==> src/eas_consts.svh <==
`ifndef EAS_CONSTS_SVH
`define EAS_CONSTS_SVH

// ==========================================================
// register addresses (7-bit serial address field)
`define EAS_ADDR_NOOP_LO   7'h00
`define EAS_ADDR_STATUS    7'h01
`define EAS_ADDR_INT_EN    7'h02
`define EAS_ADDR_INT_EN2   7'h03
`define EAS_ADDR_NOOP_HI   7'h7F

// ==========================================================
// status field positions
`define EAS_BIT_THR        23
`define EAS_BIT_OVF        22
`define EAS_BIT_FAST       21
`define EAS_BIT_DCL        20
`define EAS_BIT_PLL        8

// ==========================================================
// reset values
`define EAS_INT_EN_RST     24'h00_0000

// ==========================================================
// frame layout and timing
`define EAS_CMD_LAST_BIT   6'h07
`define EAS_FRAME_LAST_BIT 6'h1F
`define EAS_CLK_HZ         64'd25000000
`define EAS_LOFF_TIME_MS   64'd115

`endif

==> src/eas_pkg.sv <==
package eas_pkg;

   // ==========================================================
   // frame phases
   typedef enum logic [1:0]
   {
      EAS_IDLE = 2'b00,
      EAS_CMD  = 2'b01,
      EAS_DATA = 2'b10,
      EAS_DONE = 2'b11
   } eas_phase_e;

   typedef logic [23:0] eas_word_t;

endpackage : eas_pkg

==> src/eas_status_regs.sv <==
`timescale 1ns/1ps
`include "eas_consts.svh"

module eas_status_regs
   import eas_pkg::*;
#(
   parameter int unsigned LOFF_CYCLES =
      32'((`EAS_LOFF_TIME_MS * `EAS_CLK_HZ) / 64'd1000),
   parameter int          CNT_W       = 22
)
(
   input  wire logic       clock,
   input  wire logic       rst,
   input  wire logic       sclk,
   input  wire logic       csb_n,
   input  wire logic       sdi,
   output logic            sdo,
   output logic            sdo_oe,
   output logic            int_n,
   input  wire logic       fifo_at_threshold,
   input  wire logic       fifo_overflow_evt,
   input  wire logic       fifo_reset_cmd,
   input  wire logic       synchronize_command,
   input  wire logic       fast_recovery_active,
   input  wire logic       fast_recovery_clear_mode,
   input  wire logic [3:0] leads_off_cond,
   input  wire logic       pll_powered,
   input  wire logic       pll_locked
);

   // ==========================================================
   // pin synchronisers
   logic       sclk_s1, sclk_s2, sclk_s3;
   logic       csb_s1, csb_s2;
   logic       sdi_s1, sdi_s2;
   logic       sclk_rise, sclk_fall;

   always_ff @(posedge clock)
   begin
      if (rst)
      begin
         sclk_s1 <= 1'b0;
         sclk_s2 <= 1'b0;
         sclk_s3 <= 1'b0;
         csb_s1  <= 1'b1;
         csb_s2  <= 1'b1;
         sdi_s1  <= 1'b0;
         sdi_s2  <= 1'b0;
      end
      else
      begin
         sclk_s1 <= sclk;
         sclk_s2 <= sclk_s1;
         sclk_s3 <= sclk_s2;
         csb_s1  <= csb_n;
         csb_s2  <= csb_s1;
         sdi_s1  <= sdi;
         sdi_s2  <= sdi_s1;
      end
   end

   assign sclk_rise = sclk_s2 & ~sclk_s3 & ~csb_s2;
   assign sclk_fall = ~sclk_s2 & sclk_s3 & ~csb_s2;

   // ==========================================================
   // frame decode
   eas_phase_e phase_q;
   logic [5:0] bit_cnt_q;
   logic [6:0] shift_q;
   logic [22:0] wdata_q;
   logic [6:0] addr_q;
   logic       rd_q;
   logic       frame_end;
   logic       status_rd_done;
   logic       en_wr;

   always_ff @(posedge clock)
   begin
      if (rst || csb_s2)
      begin
         phase_q   <= EAS_IDLE;
         bit_cnt_q <= 6'h00;
         shift_q   <= 7'h00;
         wdata_q   <= 23'h00_0000;
         addr_q    <= 7'h00;
         rd_q      <= 1'b0;
      end
      else if (sclk_rise)
      begin
         bit_cnt_q <= bit_cnt_q + 6'h01;
         unique case (phase_q)
            EAS_IDLE,
            EAS_CMD:
            begin
               shift_q <= {shift_q[5:0], sdi_s2};
               if (bit_cnt_q == `EAS_CMD_LAST_BIT)
               begin
                  addr_q  <= shift_q;
                  rd_q    <= sdi_s2;
                  phase_q <= EAS_DATA;
               end
               else
               begin
                  phase_q <= EAS_CMD;
               end
            end
            EAS_DATA:
            begin
               wdata_q <= {wdata_q[21:0], sdi_s2};
               if (bit_cnt_q == `EAS_FRAME_LAST_BIT)
               begin
                  phase_q <= EAS_DONE;
               end
            end
            EAS_DONE:
            begin
               // bits past the 32nd are ignored until select rises
               phase_q <= EAS_DONE;
            end
         endcase
      end
   end

   assign frame_end      = sclk_rise && (phase_q == EAS_DATA)
                           && (bit_cnt_q == `EAS_FRAME_LAST_BIT);
   assign status_rd_done = frame_end && rd_q && (addr_q == `EAS_ADDR_STATUS);
   // only the enable register takes writes; no_operation_high and status writes fall away
   assign en_wr          = frame_end && !rd_q && (addr_q == `EAS_ADDR_INT_EN);

   // ==========================================================
   // status terms
   logic            thr_q, ovf_q, fast_q, dcl_q, pll_q;
   logic [3:0]      detail_q;
   logic [CNT_W-1:0] loff_cnt_q;
   logic            loff_hit;
   logic [3:0]      detail_set;
   eas_word_t       status_w;

   always_ff @(posedge clock)
   begin
      thr_q <= ~rst & fifo_at_threshold;
   end

   always_ff @(posedge clock)
   begin
      ovf_q <= ~rst & (fifo_overflow_evt
                       | (ovf_q & ~(fifo_reset_cmd | synchronize_command)));
   end

   // clear mode one tracks the engine live, mode zero holds until read
   always_ff @(posedge clock)
   begin
      fast_q <= ~rst & (fast_recovery_active
                        | (fast_q & ~(fast_recovery_clear_mode | status_rd_done)));
   end

   // saturating persistence timer; any gap restarts it
   always_ff @(posedge clock)
   begin
      if (rst || (leads_off_cond == 4'h0))
      begin
         loff_cnt_q <= '0;
      end
      else if (loff_cnt_q < CNT_W'(LOFF_CYCLES))
      begin
         loff_cnt_q <= loff_cnt_q + CNT_W'(1);
      end
   end

   assign loff_hit   = (leads_off_cond != 4'h0)
                       && (loff_cnt_q >= CNT_W'(LOFF_CYCLES));
   assign detail_set = loff_hit ? leads_off_cond : 4'h0;

   // set wins over the clear from a completing status read
   always_ff @(posedge clock)
   begin
      dcl_q    <= ~rst & (loff_hit | (dcl_q & ~status_rd_done));
      detail_q <= {4{~rst}} & (detail_set | (detail_q & {4{~status_rd_done}}));
   end

   always_ff @(posedge clock)
   begin
      pll_q <= ~rst & ((pll_powered & ~pll_locked) | (pll_q & ~status_rd_done));
   end

   // unnamed positions tie to zero
   always_comb
   begin
      status_w                = 24'h00_0000;
      status_w[`EAS_BIT_THR]  = thr_q;
      status_w[`EAS_BIT_OVF]  = ovf_q;
      status_w[`EAS_BIT_FAST] = fast_q;
      status_w[`EAS_BIT_DCL]  = dcl_q;
      status_w[`EAS_BIT_PLL]  = pll_q;
      status_w[3:0]           = detail_q;
   end

   // ==========================================================
   // enable register and interrupt
   eas_word_t en_q;

   always_ff @(posedge clock)
   begin
      if (rst)
      begin
         en_q <= `EAS_INT_EN_RST;
      end
      else if (en_wr)
      begin
         en_q <= {wdata_q, sdi_s2};
      end
   end

   always_ff @(posedge clock)
   begin
      // reset forces the idle high level
      int_n <= rst | ~|(status_w[23:8] & en_q[23:8]);
   end

   // ==========================================================
   // read data path
   function automatic eas_word_t read_mux(input logic [6:0] a,
                                          input eas_word_t st,
                                          input eas_word_t en);
      eas_word_t r;
      r = 24'h00_0000;
      if (a == `EAS_ADDR_STATUS)
      begin
         r = st;
      end
      else if (a == `EAS_ADDR_INT_EN)
      begin
         r = en;
      end
      // no_operation_high and unmapped addresses keep the zero word
      return r;
   endfunction : read_mux

   eas_word_t tx_q;
   logic      load_tx;

   assign load_tx = sclk_rise && (phase_q != EAS_DATA) && (phase_q != EAS_DONE)
                    && (bit_cnt_q == `EAS_CMD_LAST_BIT) && sdi_s2;

   // snapshot taken at the command edge so one frame reads a stable word
   always_ff @(posedge clock)
   begin
      if (rst || csb_s2)
      begin
         tx_q <= 24'h00_0000;
         sdo  <= 1'b0;
      end
      else if (load_tx)
      begin
         tx_q <= read_mux(shift_q, status_w, en_q);
      end
      else if (sclk_fall && (phase_q == EAS_DATA))
      begin
         sdo  <= tx_q[23];
         tx_q <= {tx_q[22:0], 1'b0};
      end
   end

   always_ff @(posedge clock)
   begin
      sdo_oe <= ~rst & ~csb_s2;
   end

   // ==========================================================
   // checks
   noop_read_zero_a : assert property (@(posedge clock) disable iff (rst)
      (phase_q == EAS_DATA && rd_q
       && (addr_q == `EAS_ADDR_NOOP_LO || addr_q == `EAS_ADDR_NOOP_HI)) |-> (sdo == 1'b0))
      else $error("no_operation_high read drove a one");

   noop_write_hold_a : assert property (@(posedge clock) disable iff (rst)
      (frame_end && !rd_q && addr_q != `EAS_ADDR_INT_EN) |=> $stable(en_q))
      else $error("write to other address changed enables");

   status_mask_free_a : assert property (@(posedge clock) disable iff (rst)
      (load_tx && shift_q == `EAS_ADDR_STATUS) |=> (tx_q == $past(status_w)))
      else $error("status snapshot differs from live terms");

   thr_follow_a : assert property (@(posedge clock) disable iff (rst)
      ##1 (thr_q == $past(fifo_at_threshold)))
      else $error("threshold flag lags its condition");

   ovf_hold_a : assert property (@(posedge clock) disable iff (rst)
      (ovf_q && !fifo_reset_cmd && !synchronize_command) |=> ovf_q)
      else $error("overflow dropped without reset or sync");

   fast_set_a : assert property (@(posedge clock) disable iff (rst)
      fast_recovery_active |=> fast_q)
      else $error("fast recovery flag missed engagement");

   loff_late_a : assert property (@(posedge clock) disable iff (rst)
      ($rose(dcl_q)) |-> (loff_cnt_q >= CNT_W'(LOFF_CYCLES)) || $past(loff_hit))
      else $error("leads-off flag before persistence time");

   loff_latch_a : assert property (@(posedge clock) disable iff (rst)
      (dcl_q && !status_rd_done) |=> dcl_q)
      else $error("leads-off flag cleared without status read");

   detail_with_dcl_a : assert property (@(posedge clock) disable iff (rst)
      (detail_q != 4'h0) |-> dcl_q)
      else $error("detail bits without leads-off flag");

   pll_set_a : assert property (@(posedge clock) disable iff (rst)
      (pll_powered && !pll_locked) |=> pll_q)
      else $error("pll flag missing while unlocked");

   int_or_a : assert property (@(posedge clock) disable iff (rst)
      ##1 (int_n == !(|($past(status_w[23:8]) & $past(en_q[23:8])))))
      else $error("interrupt output wrong for enabled terms");

endmodule : eas_status_regs

==> config.mk <==
export PLATFORM = sky130hd
export DESIGN_NAME = eas_status_regs
export DESIGN_NICKNAME = d
export VERILOG_FILES = /design/src/eas_pkg.sv /design/src/eas_status_regs.sv
export VERILOG_INCLUDE_DIRS = /design/src
export SDC_FILE = /design/constraint.sdc
export NUM_CORES = 1
export LEC_CHECK = 0
export ABC_AREA = 0
export BUFFER_PORTS_ARGS = -buffer_cell sky130_fd_sc_hd__buf_2
export CAP_MARGIN = 30
export CORE_MARGIN = 2
export CORE_UTILIZATION = 25
export CTS_CLUSTER_SIZE = 10
export DETAILED_ROUTE_END_ITERATION = 10
export HOLD_SLACK_MARGIN = 0.12
export PLACE_DENSITY = 0.5
export SYNTH_ARGS = -nofsm -noshare
export SYNTH_HDL_FRONTEND = slang
export SYNTH_SLANG_ARGS = --single-unit
==> constraint.sdc <==
create_clock -name clock -period 3.1 [get_ports clock]
set_input_delay 0.155 -clock clock [delete_from_list [all_inputs] [get_ports clock]]
set_output_delay 0.155 -clock clock [all_outputs]
set_load 0.03 [all_outputs]
Word-level counts from Yosys, hierarchy flattened
Cells that the tools add are included.
{ "word_totals": {"ff_bits": 135, "elab_cells": 111, "out_inout_bits": 3} }
{ "op_classes": {"n_addsub": 2, "bitwise_logic": 35, "order_cmp": 2, "n_eq_ne": 12, "n_mux": 8, "n_reduce_logical": 27} }
{ "ops": {"columns": ["operator", "count"], "rows": [
  ["2-to-1 mux 24 bit", 4],
  ["adder 22 x 1 -> 22 bit, second input constant", 1],
  [">= comparator 22 bit, second input constant", 1],
  ["< comparator 22 bit, second input constant", 1],
  ["AND 16 bit", 1],
  ["OR reduction 16 bit", 1],
  ["AND 1 bit", 15],
  ["equality test 7 x 1 -> 1 bit, second input constant", 2],
  ["equality test 7 x 2 -> 1 bit, second input constant", 2],
  ["logical AND 1 bit", 12],
  ["NOT 1 bit", 9],
  ["AND 4 bit", 2],
  ["AND reduction 2 bit", 4],
  ["OR 1 bit", 7],
  ["adder 6 x 1 -> 6 bit, second input constant", 1],
  ["equality test 6 x 3 -> 1 bit, second input constant", 1],
  ["equality test 6 x 5 -> 1 bit, second input constant", 1],
  ["!= test 2 bit, second input constant", 3],
  ["one-hot mux 2 bit (3 select lines)", 1],
  ["equality test 2 bit, second input constant", 2],
  ["logical NOT 4 bit", 1],
  ["2-to-1 mux 2 bit", 2],
  ["2-to-1 mux 4 bit", 1],
  ["OR 4 bit", 1],
  ["8 further kinds", 10]
]} }

Depth between registers and ports, before layout
Gate-level depths: netlist of the first run.
{ "logic_depth": {"word_depth": 12, "ltp_mapped": 8} }

Least setup slack after synthesis of the first run
OpenSTA, ideal clock, no wires.
{ "synth_timing": {"path_type": "flip-flop to flip-flop", "startpoint": "register addr_q[6]", "endpoint": "register en_q[20]", "setup_slack_ns": 0.962, "setup_time_ns": 0.128, "stages_incl_launch_ff": 8, "arrival_ns": 2.010, "t_required_ns": 2.972, "cell_sequence": "dfxtp_1 or4_1 or4_1 or3_1 buf_6 buf_12 mux2i_1 nor2_1"} }
{ "synth_between": {"elab_chain_len": 2} }
{ "synth_lines": {"columns": ["item", "line", "source"], "rows": [
  ["start: declaration", "eas_status_regs.sv:71", "logic [6:0] addr_q;"],
  ["start signal: assignment", "eas_status_regs.sv:98", "addr_q <= shift_q;"],
  ["equality test 7 x 2 -> 1 bit (no line)", null, null],
  ["logical AND 1 bit", "eas_status_regs.sv:128", "assign en_wr = frame_end && !rd_q && (addr_q == `EAS_ADDR_INT_EN);"],
  ["end signal: assignment", "eas_status_regs.sv:206", "en_q <= `EAS_INT_EN_RST;"],
  ["end signal: assignment", "eas_status_regs.sv:210", "en_q <= {wdata_q, sdi_s2};"],
  ["end: declaration", "eas_status_regs.sv:200", "eas_word_t en_q;"]
]} }
Every way passes these cells.
A chain may end at the register's enable or synchronous reset.

Worst setup path in the final report of the first run
{ "layout_timing": {"startpoint": "register addr_q[6]", "endpoint": "register fast_q"} }
{ "layout_between": {"elab_chain_len": 7} }
{ "layout_lines": {"columns": ["item", "line", "source"], "rows": [
  ["equality test 7 x 1 -> 1 bit (no line)", null, null],
  ["logical AND 1 bit", "eas_status_regs.sv:126", "assign status_rd_done = frame_end && rd_q && (addr_q == `EAS_ADDR_STATUS);"],
  ["OR 1 bit", "eas_status_regs.sv:154", "| (fast_q & ~(fast_recovery_clear_mode | status_rd_done)));"],
  ["NOT 1 bit", "eas_status_regs.sv:154", null],
  ["AND 1 bit", "eas_status_regs.sv:154", null],
  ["OR 1 bit", "eas_status_regs.sv:154", null],
  ["AND 1 bit", "eas_status_regs.sv:153", "fast_q <= ~rst & (fast_recovery_active"],
  ["end signal: assignment", "eas_status_regs.sv:153", null],
  ["end: declaration", "eas_status_regs.sv:132", "logic thr_q, ovf_q, fast_q, dcl_q, pll_q;"]
]} }
Every way passes these cells.

==> metrics.md, run 1 <==
| Metric | Value |
|---|---|
| DRC violations left | `0` |
| Most common cell type on the critical path | `sky130_fd_sc_hd__or4_1` |
| Post-Syn Instances | `601` |
| Routed wirelength normalized by instance count | `12.9 um` |
| Cell type contributing the most total cell area after synthesis | `sky130_fd_sc_hd__dfxtp_1` |
| Tightest Pin Transition | `0.979 ns` |
| Power per cell area | `594 nW/um2` |
| Register bit count reported by yosys | `135` |
| Delay of the slowest critical-path stage | `0.55 ns` |
| Yosys synthesis warning count | `0` |
| Placed insts | `876` |
| Worst reg2reg setup slack | `0.28 ns` |
| Critical path endpoint category | `flop` |
| Layer with the highest usage | `met2` |
| Final Slew Violations | `0` |
| Final HPWL from detailed placement | `7.52 mm` |
| Starting Density | `0.254` |
| Depth of the worst hold-timing path | `3` |
| Tmin final | `2.82 ns` |
| Met3 Track Usage GR | `0.0345` |
| Reg clk slew, reported paths | `0.06 ns` |
| Post-synth top flop | `sky130_fd_sc_hd__dfxtp_1` |
| Highest clock frequency the design can meet | `355 MHz` |
| Count of nets after finishing | `654` |
| Portion of the post-synthesis area used by sequential elements | `0.506` |
| Endpoints failing setup | `0` |
| Result of the run | `finished clean` |
| Top cells by area in the synthesized netlist | `sky130_fd_sc_hd__dfxtp_1, sky130_fd_sc_hd__nand2_1, sky130_fd_sc_hd__mux2i_1` |
| Clock sinks | `135` |
| Vias | `4,146` |
| Final Hold Violating Endpoints | `0` |
| Antenna diodes | `0` |
| CTS tree | `built` |
| FF-to-FF End | `fast_q$_DFF_P_` |
| Worst-case vdd ir drop | `0.000406 V` |
| Largest net degree at the start of global routing | `38` |
| Total global routing track utilization | `0.113` |
| Total cell area at the placement stage | `5740 um2` |
| Port-buffer cells | `19` |
| I/O pin cnt | `20` |
| Max Root-Sink Buffers | `2` |
| Crit share post-route | `0.909` |
| Setup repair after global routing missed its margin | `no` |
| Final GP Congestion | `0.721` |
| Pre-antenna DRT Iters | `5` |
| Crit-path leading delay family | `simple AND/OR/NAND/NOR gates` |
| Cell area after synthesis | `5340 um2` |
| WS Path Type | `reg -> reg` |
| Number of antenna violations at the first check in global routing | `0` |
| Reg2Reg Depth | `6` |
| CP Cell Sequence | `or4_1, or4_1, nor4_2, nor2_1, a32o_1, dlygate4sd3_1` |
| Detailed-route vias per instance | `4.50` |
| Initial detailed-routing violation count | `246` |
| Routed WL | `11.9 mm` |
| Average footprint of a synthesized cell | `8.88 um2` |
| Area Growth Syn to Fin | `21.1%` |
| Floorplan die width | `150 um` |
| Category of the worst setup path launch point | `flop` |
| Max-slew headroom | `0.347` |
| Final std cells w/o fill | `922` |
| EDFF count, synth | `0` |
| Finished Core Util | `0.308` |
| Launch instance of the worst min-delay path | `rst` |
| H-tree depth | `4` |
| GR Overflow Total | `0` |
| Height of the die | `150 um` |
| Clock root buffer master | `sky130_fd_sc_hd__clkbuf_16` |
| Max Clock Skew | `0.00684 ns` |
| Area of all placed cells without fillers | `6470 um2` |
| Ratio of cells with drive above 1 in the final layout | `0.111` |
| Residual antenna-violating net count after detailed routing | `0` |
| Count of standard-cell rows | `53` |
| Final sum of negative setup slack | `0 ns` |
| Synthesized Nets | `621` |
| Post-synth ARST share | `0` |
| Share of the synthesized area in the top cell type | `0.506` |
| Skew-Pair Late Insertion Delay | `0.41 ns` |
| R2R Path Start | `addr_q[6]$_SDFFE_PN0P_` |
| Required time at the worst-slack endpoint | `3.40 ns` |
| Global routing met1 resource utilization | `0.153` |
| Buffers & Inverters on Critical Path | `1` |
| Leakage component of the power | `2.35 nW` |
| Area enclosed by the die boundary | `22,500 um2` |
| Core box area | `21,000 um2` |
| FILL cells | `2,177` |
| Number of maximum-capacitance constraint violations | `0` |
| Hold-critical path endpoint | `sdi_s1$_SDFF_PP0_` |
| Peak fanout along the critical path | `7` |
| Count of different cell masters after synthesis | `53` |
| Slowest-stage cell, CP | `sky130_fd_sc_hd__dlygate4sd3_1` |
| Vias in the first global route | `3,978` |
| Number of CTS-inserted buffers | `17` |
| Global Route met2 Usage | `0.173` |
| Wire length of the first global-routing pass | `20.2 mm` |
| Worst hold path type | `in -> reg` |
| Arrival time worst endpoint | `3.12 ns` |
-- synth_stat cells (7+ instances only) --
cell type                    n
sky130_fd_sc_hd__a21oi_1    56
sky130_fd_sc_hd__a221oi_1    8
sky130_fd_sc_hd__a22oi_1    16
sky130_fd_sc_hd__and3_1      9
sky130_fd_sc_hd__clkbuf_1   28
sky130_fd_sc_hd__dfxtp_1   135
sky130_fd_sc_hd__inv_1       9
sky130_fd_sc_hd__mux2i_1    31
sky130_fd_sc_hd__nand2_1   110
sky130_fd_sc_hd__nand3_1     9
sky130_fd_sc_hd__nand4_1     8
sky130_fd_sc_hd__nor2_1     69
sky130_fd_sc_hd__nor3_1      9
sky130_fd_sc_hd__nor4_1      7
sky130_fd_sc_hd__xnor2_1    17
-- power by group --
| group | switching [mW] | internal (mW) |
|---|---|---|
| logic | 0.0430 | 0.0357 |
| registers | 0.0116 | 1.75 |
| clock network | 0.722 | 1.28 |
| total | 0.776 | 3.06 |
-- worst register-to-register path, delay by kind of cell (launching register included) --
kind / cells / cell delay [ns]
AND/OR/NAND/NOR: 4 / 1.55
buffers and inverters: 1 / 0.55
flip-flops: 1 / 0.31
AO/OA/AOI/OAI: 1 / 0.30
-- registers in the layout, indices dropped and copies added (netlist names), 2 cells and up --
signal      flops
en_q           24
tx_q           24
wdata_q        23
loff_cnt_q     22
addr_q          7
shift_q         7
bit_cnt_q       6
detail_q        4
phase_q         2
-- layout make-up --
cell class	instances	area, um2	share of cell area
sequential	135	2700	0.418
multi-input combinational	423	2450	0.380
clock buffer	23	458	0.0708
timing repair buffer	48	348	0.0538
tap	275	344	0.0532
clock inverter	9	125	0.0193
inverter	9	33.8	0.00522
-- cell usage in the layout (no fill, tap or decap), drive strengths merged, types with 5 or more instances in the layout --
| master | count |
|---|---|
| nor3 | 9 |
| nor4 | 9 |
| a22o | 5 |
| nand3 | 9 |
| buf | 34 |
| and3 | 9 |
| nand4 | 8 |
| a221oi | 8 |
| a21oi | 56 |
| nor4b | 5 |
| xnor2 | 17 |
| clkbuf | 23 |
| dlygate4sd3 | 14 |
| inv | 9 |
| dfxtp | 135 |
| a22oi | 16 |
| nor2b | 6 |
| xor2 | 6 |
| o21ai | 11 |
| nand2 | 111 |
| nor2 | 69 |
| mux2i | 31 |
-- routing by layer --
layer | part of all wire | wire [um]
met5 | 0 | 0
met4 | 0.0094 | 112
met3 | 0.038 | 447
met2 | 0.45 | 5310
met1 | 0.51 | 6040
-- cells by family after synthesis --
logic type	after synthesis	share of synthesized area
and+or+nand+nor	259	0.228
muxes	31	0.0581
AOI/OAI and AO/OA	107	0.125
DFF	135	0.506
buffers and inverters	43	0.0382
adders and majority gates	3	0.00703
xor gates and xnor gates	23	0.0377
-- timing repair --
action,in CTS,in global routing
hold buffers,14,0
gates resized for setup,0,1
setup buffers,0,0
endpoints found under the setup margin,0,2
endpoints found under the hold margin,11,0
-- worst max path at each step --
stage | from | endpoint | slack, ns | cells after the start
after global routing | addr_q[6]$_SDFFE_PN0P_ | fast_q$_DFF_P_ | 0.13 | 6
final | addr_q[6]$_SDFFE_PN0P_ | fast_q$_DFF_P_ | 0.28 | 6
after detailed placement | addr_q[6]$_SDFFE_PN0P_ | fast_q$_DFF_P_ | 0.78 | 5
after floorplan | addr_q[6]$_SDFFE_PN0P_ | en_q[20]$_SDFFE_PP0P_ | 0.96 | 7
after global placement | addr_q[6]$_SDFFE_PN0P_ | fast_q$_DFF_P_ | 0.73 | 5
after CTS | addr_q[6]$_SDFFE_PN0P_ | fast_q$_DFF_P_ | 0.21 | 6
-- per-stage QoR --
step                      setup slack [ns]  total power, mW  hold slack (ns)
after floorplan                      0.962             1.83            0.259
after global routing                 0.129             3.99            0.286
after global placement               0.735             1.86            0.344
after detailed placement             0.775             1.86            0.347
final                                0.281             3.84            0.277
after CTS                            0.214             3.89            0.287
No activity file was read; power rests on OpenSTA's default activity.
==> run 2, diff against run 1 <==
- CORE_UTILIZATION: 25 -> 40
- PLACE_DENSITY: 0.5 -> 0.67
==> metrics.md, run 2 (synthesized netlist as in run 1, its figures left out) <==
| Metric | Value |
|---|---|
| Post-CTS Hold Buffers | `14 (unchanged)` |
| Routed WL | `11.5 mm (-3.5%)` |
| Initial detailed-routing violation count | `267 (+8.5%)` |
| Final Slew Violations | `0 (unchanged)` |
| Skew-Pair Late Insertion Delay | `0.43 ns (+0.02 ns)` |
| Post_cts resized | `0 (unchanged)` |
| Total cell area at the placement stage | `5570 um2 (-2.9%)` |
| Height of the die | `120 um (-20%)` |
| Area Growth Syn to Fin | `17.9%` |
| Starting Density | `0.406 (+0.152)` |
| Commonest cells after routing, fill and taps aside | `sky130_fd_sc_hd__dfxtp_1, sky130_fd_sc_hd__nand2_1, sky130_fd_sc_hd__nor2_1` |
| Setup repair after global routing missed its margin | `no` |
| Worst-case vdd ir drop | `0.000383 V (-5.7%)` |
| GR Overflow Total | `0 (unchanged)` |
| Number of antenna violations at the first check in global routing | `0 (unchanged)` |
| Antenna diodes | `0 (unchanged)` |
| H-tree depth | `4 (unchanged)` |
| Leakage component of the power | `2.32 nW (-1.3%)` |
| Proportion of power drawn by combinational gates | `0.021 (about the same)` |
| Crit share post-route | `0.877 (-0.0327)` |
| Switching Fraction | `0.209 (+0.00656)` |
| Reg clk slew, reported paths | `0.06 ns (about the same)` |
| Count of nets after finishing | `648 (-0.92%)` |
| WS Path Type | `reg -> reg` |
| Tightest Pin Transition | `0.928 ns (-0.0509 ns)` |
| Worst hold path type | `in -> reg` |
| Highest clock frequency the design can meet | `368 MHz (+3.7%)` |
| Final GP Congestion | `0.802 (+11%)` |
| Wire length of the first global-routing pass | `20.2 mm (-0.31%)` |
| Fraction of power consumed by the clock network | `0.521 (about the same)` |
| Vias | `4,282 (+3.3%)` |
| DP Worst Slack | `0.818 ns (+0.0425 ns)` |
| Tmin final | `2.72 ns (-0.101 ns)` |
| Category of the worst setup path launch point | `flop` |
| Area of all placed cells without fillers | `6300 um2 (-2.6%)` |
| Ratio of cells with drive above 1 in the final layout | `0.108 (-0.00364)` |
| Endpoints failing setup | `0 (unchanged)` |
| Pre-antenna DRT Iters | `4 (-1)` |
| Floorplan die width | `120 um (-20%)` |
| Count of standard-cell rows | `42 (-21%)` |
| Detailed-route vias per instance | `5.24 (+17%)` |
| Clock sinks | `135 (unchanged)` |
| I/O pin cnt | `20 (unchanged)` |
| Residual antenna-violating net count after detailed routing | `0 (unchanged)` |
| Final HPWL from detailed placement | `7.09 mm (-5.8%)` |
| Arrival time worst endpoint | `3.03 ns (-0.09 ns)` |
| Max Root-Sink Buffers | `2 (unchanged)` |
| Critical path endpoint category | `flop` |
| Required time at the worst-slack endpoint | `3.41 ns (about the same)` |
| Largest registers | `en_q (24), tx_q (24), wdata_q (23)` |
| Max Clock Skew | `0.00995 ns (+0.00311 ns)` |
| Slack of the critical path | `0.382 ns (+0.101 ns)` |
| Setup bufs post-CTS | `0 (unchanged)` |
| DRC violations left | `0 (unchanged)` |
| Power per cell area | `609 nW/um2 (+2.6%)` |
| Sequential group share of total power | `0.459 (about the same)` |
| Clock root buffer master | `sky130_fd_sc_hd__clkbuf_16` |
| Internal Power | `3.03 mW (-0.93%)` |
| Peak fanout along the critical path | `7 (unchanged)` |
| Routed wirelength normalized by instance count | `14.1 um (+8.9%)` |
| Number of CTS-inserted buffers | `17 (unchanged)` |
| Number of maximum-capacitance constraint violations | `0 (unchanged)` |
| Result of the run | `finished clean` |
| Port-buffer cells | `19 (unchanged)` |
| Most common cell after layout, fill and taps aside | `sky130_fd_sc_hd__dfxtp_1` |
| Area enclosed by the die boundary | `14,300 um2 (-37%)` |
| CTS tree | `built` |
| Net Switching | `800 uW (+3.1%)` |
| Largest net degree at the start of global routing | `43 (+13%)` |
| Final sum of negative setup slack | `0 ns (unchanged)` |
| Core box area | `13,100 um2 (-38%)` |
| Final Hold Violating Endpoints | `0 (unchanged)` |
| Vias in the first global route | `4,327 (+8.8%)` |
| Total global routing track utilization | `0.176 (+0.0629)` |
| Max-slew headroom | `0.381 (+0.0340)` |
[run 2: changes by cell type in the layout (fill, tap and decap cells not counted), sizes merged]
cell,previous run,this run
buf,34,28
clkinv,4,7
clkinvlp,2,4
clkbuf,23,18
[run 2: metal layers]
layer / vias to the layer above / share of wire / track usage
met4: 0 / 0.019 / 0.0882
met3: 17 / 0.042 / 0.0452
met1: 2047 / 0.45 / 0.215
met2: 83 / 0.49 / 0.287
li1: 2135 / - / -
met5: - / 0 / 0
[run 2: metrics by stage]
stage                     utilization  instances  hold WS (ns)  power, mW
after floorplan                     -        601         0.259       1.83
after global placement          0.424        771         0.345       1.86
after detailed placement        0.424        771         0.344       1.86
after CTS                       0.479        817         0.257       3.87
after global routing            0.479        817         0.280       3.96
final                           0.479        817         0.254       3.83
[run 2: path summary, 6_finish.rpt]
check,end,start,cells after the start,slack [ns]
setup / recovery,fast_q$_DFF_P_,addr_q[6]$_SDFFE_PN0P_,6,0.38
hold / removal,en_q[0]$_SDFFE_PP0P_,rst,3,0.25
setup reg to reg,fast_q$_DFF_P_,addr_q[6]$_SDFFE_PN0P_,6,0.38
hold reg to reg,csb_s2$_SDFF_PP1_,csb_s1$_SDFF_PP1_,1,0.41
[run 2: power groups by stage]
stage	Sequential [mW]	Combinational, mW	Clock (mW)
2_1_floorplan	1.79	0.0384	0
3_3_place_gp	1.80	0.0631	0
3_5_place_dp	1.80	0.0649	0
4_1_cts	1.76	0.0800	2.03
5_1_grt	1.76	0.0876	2.11
6_report	1.76	0.0790	2.00
[run 2: layout make-up]
type | count | area (um2)
repair buffers | 42 | 303
well taps | 176 | 220
inverters | 9 | 33.8
clock inverters | 14 | 159
clock buffers | 18 | 429
multi-input cells | 423 | 2450
fillers | 1271 | 6840
flip-flops and latches | 135 | 2700
[run 2: worst max-delay path: stages (launching register included)]
cell and delay [ns]:
sky130_fd_sc_hd__dfxtp_1 0.30, sky130_fd_sc_hd__or4_1 0.50, sky130_fd_sc_hd__or4_1 0.42, sky130_fd_sc_hd__nor4_1 0.31
sky130_fd_sc_hd__nor2_1 0.21, sky130_fd_sc_hd__a32o_1 0.31, sky130_fd_sc_hd__dlygate4sd3_1 0.54
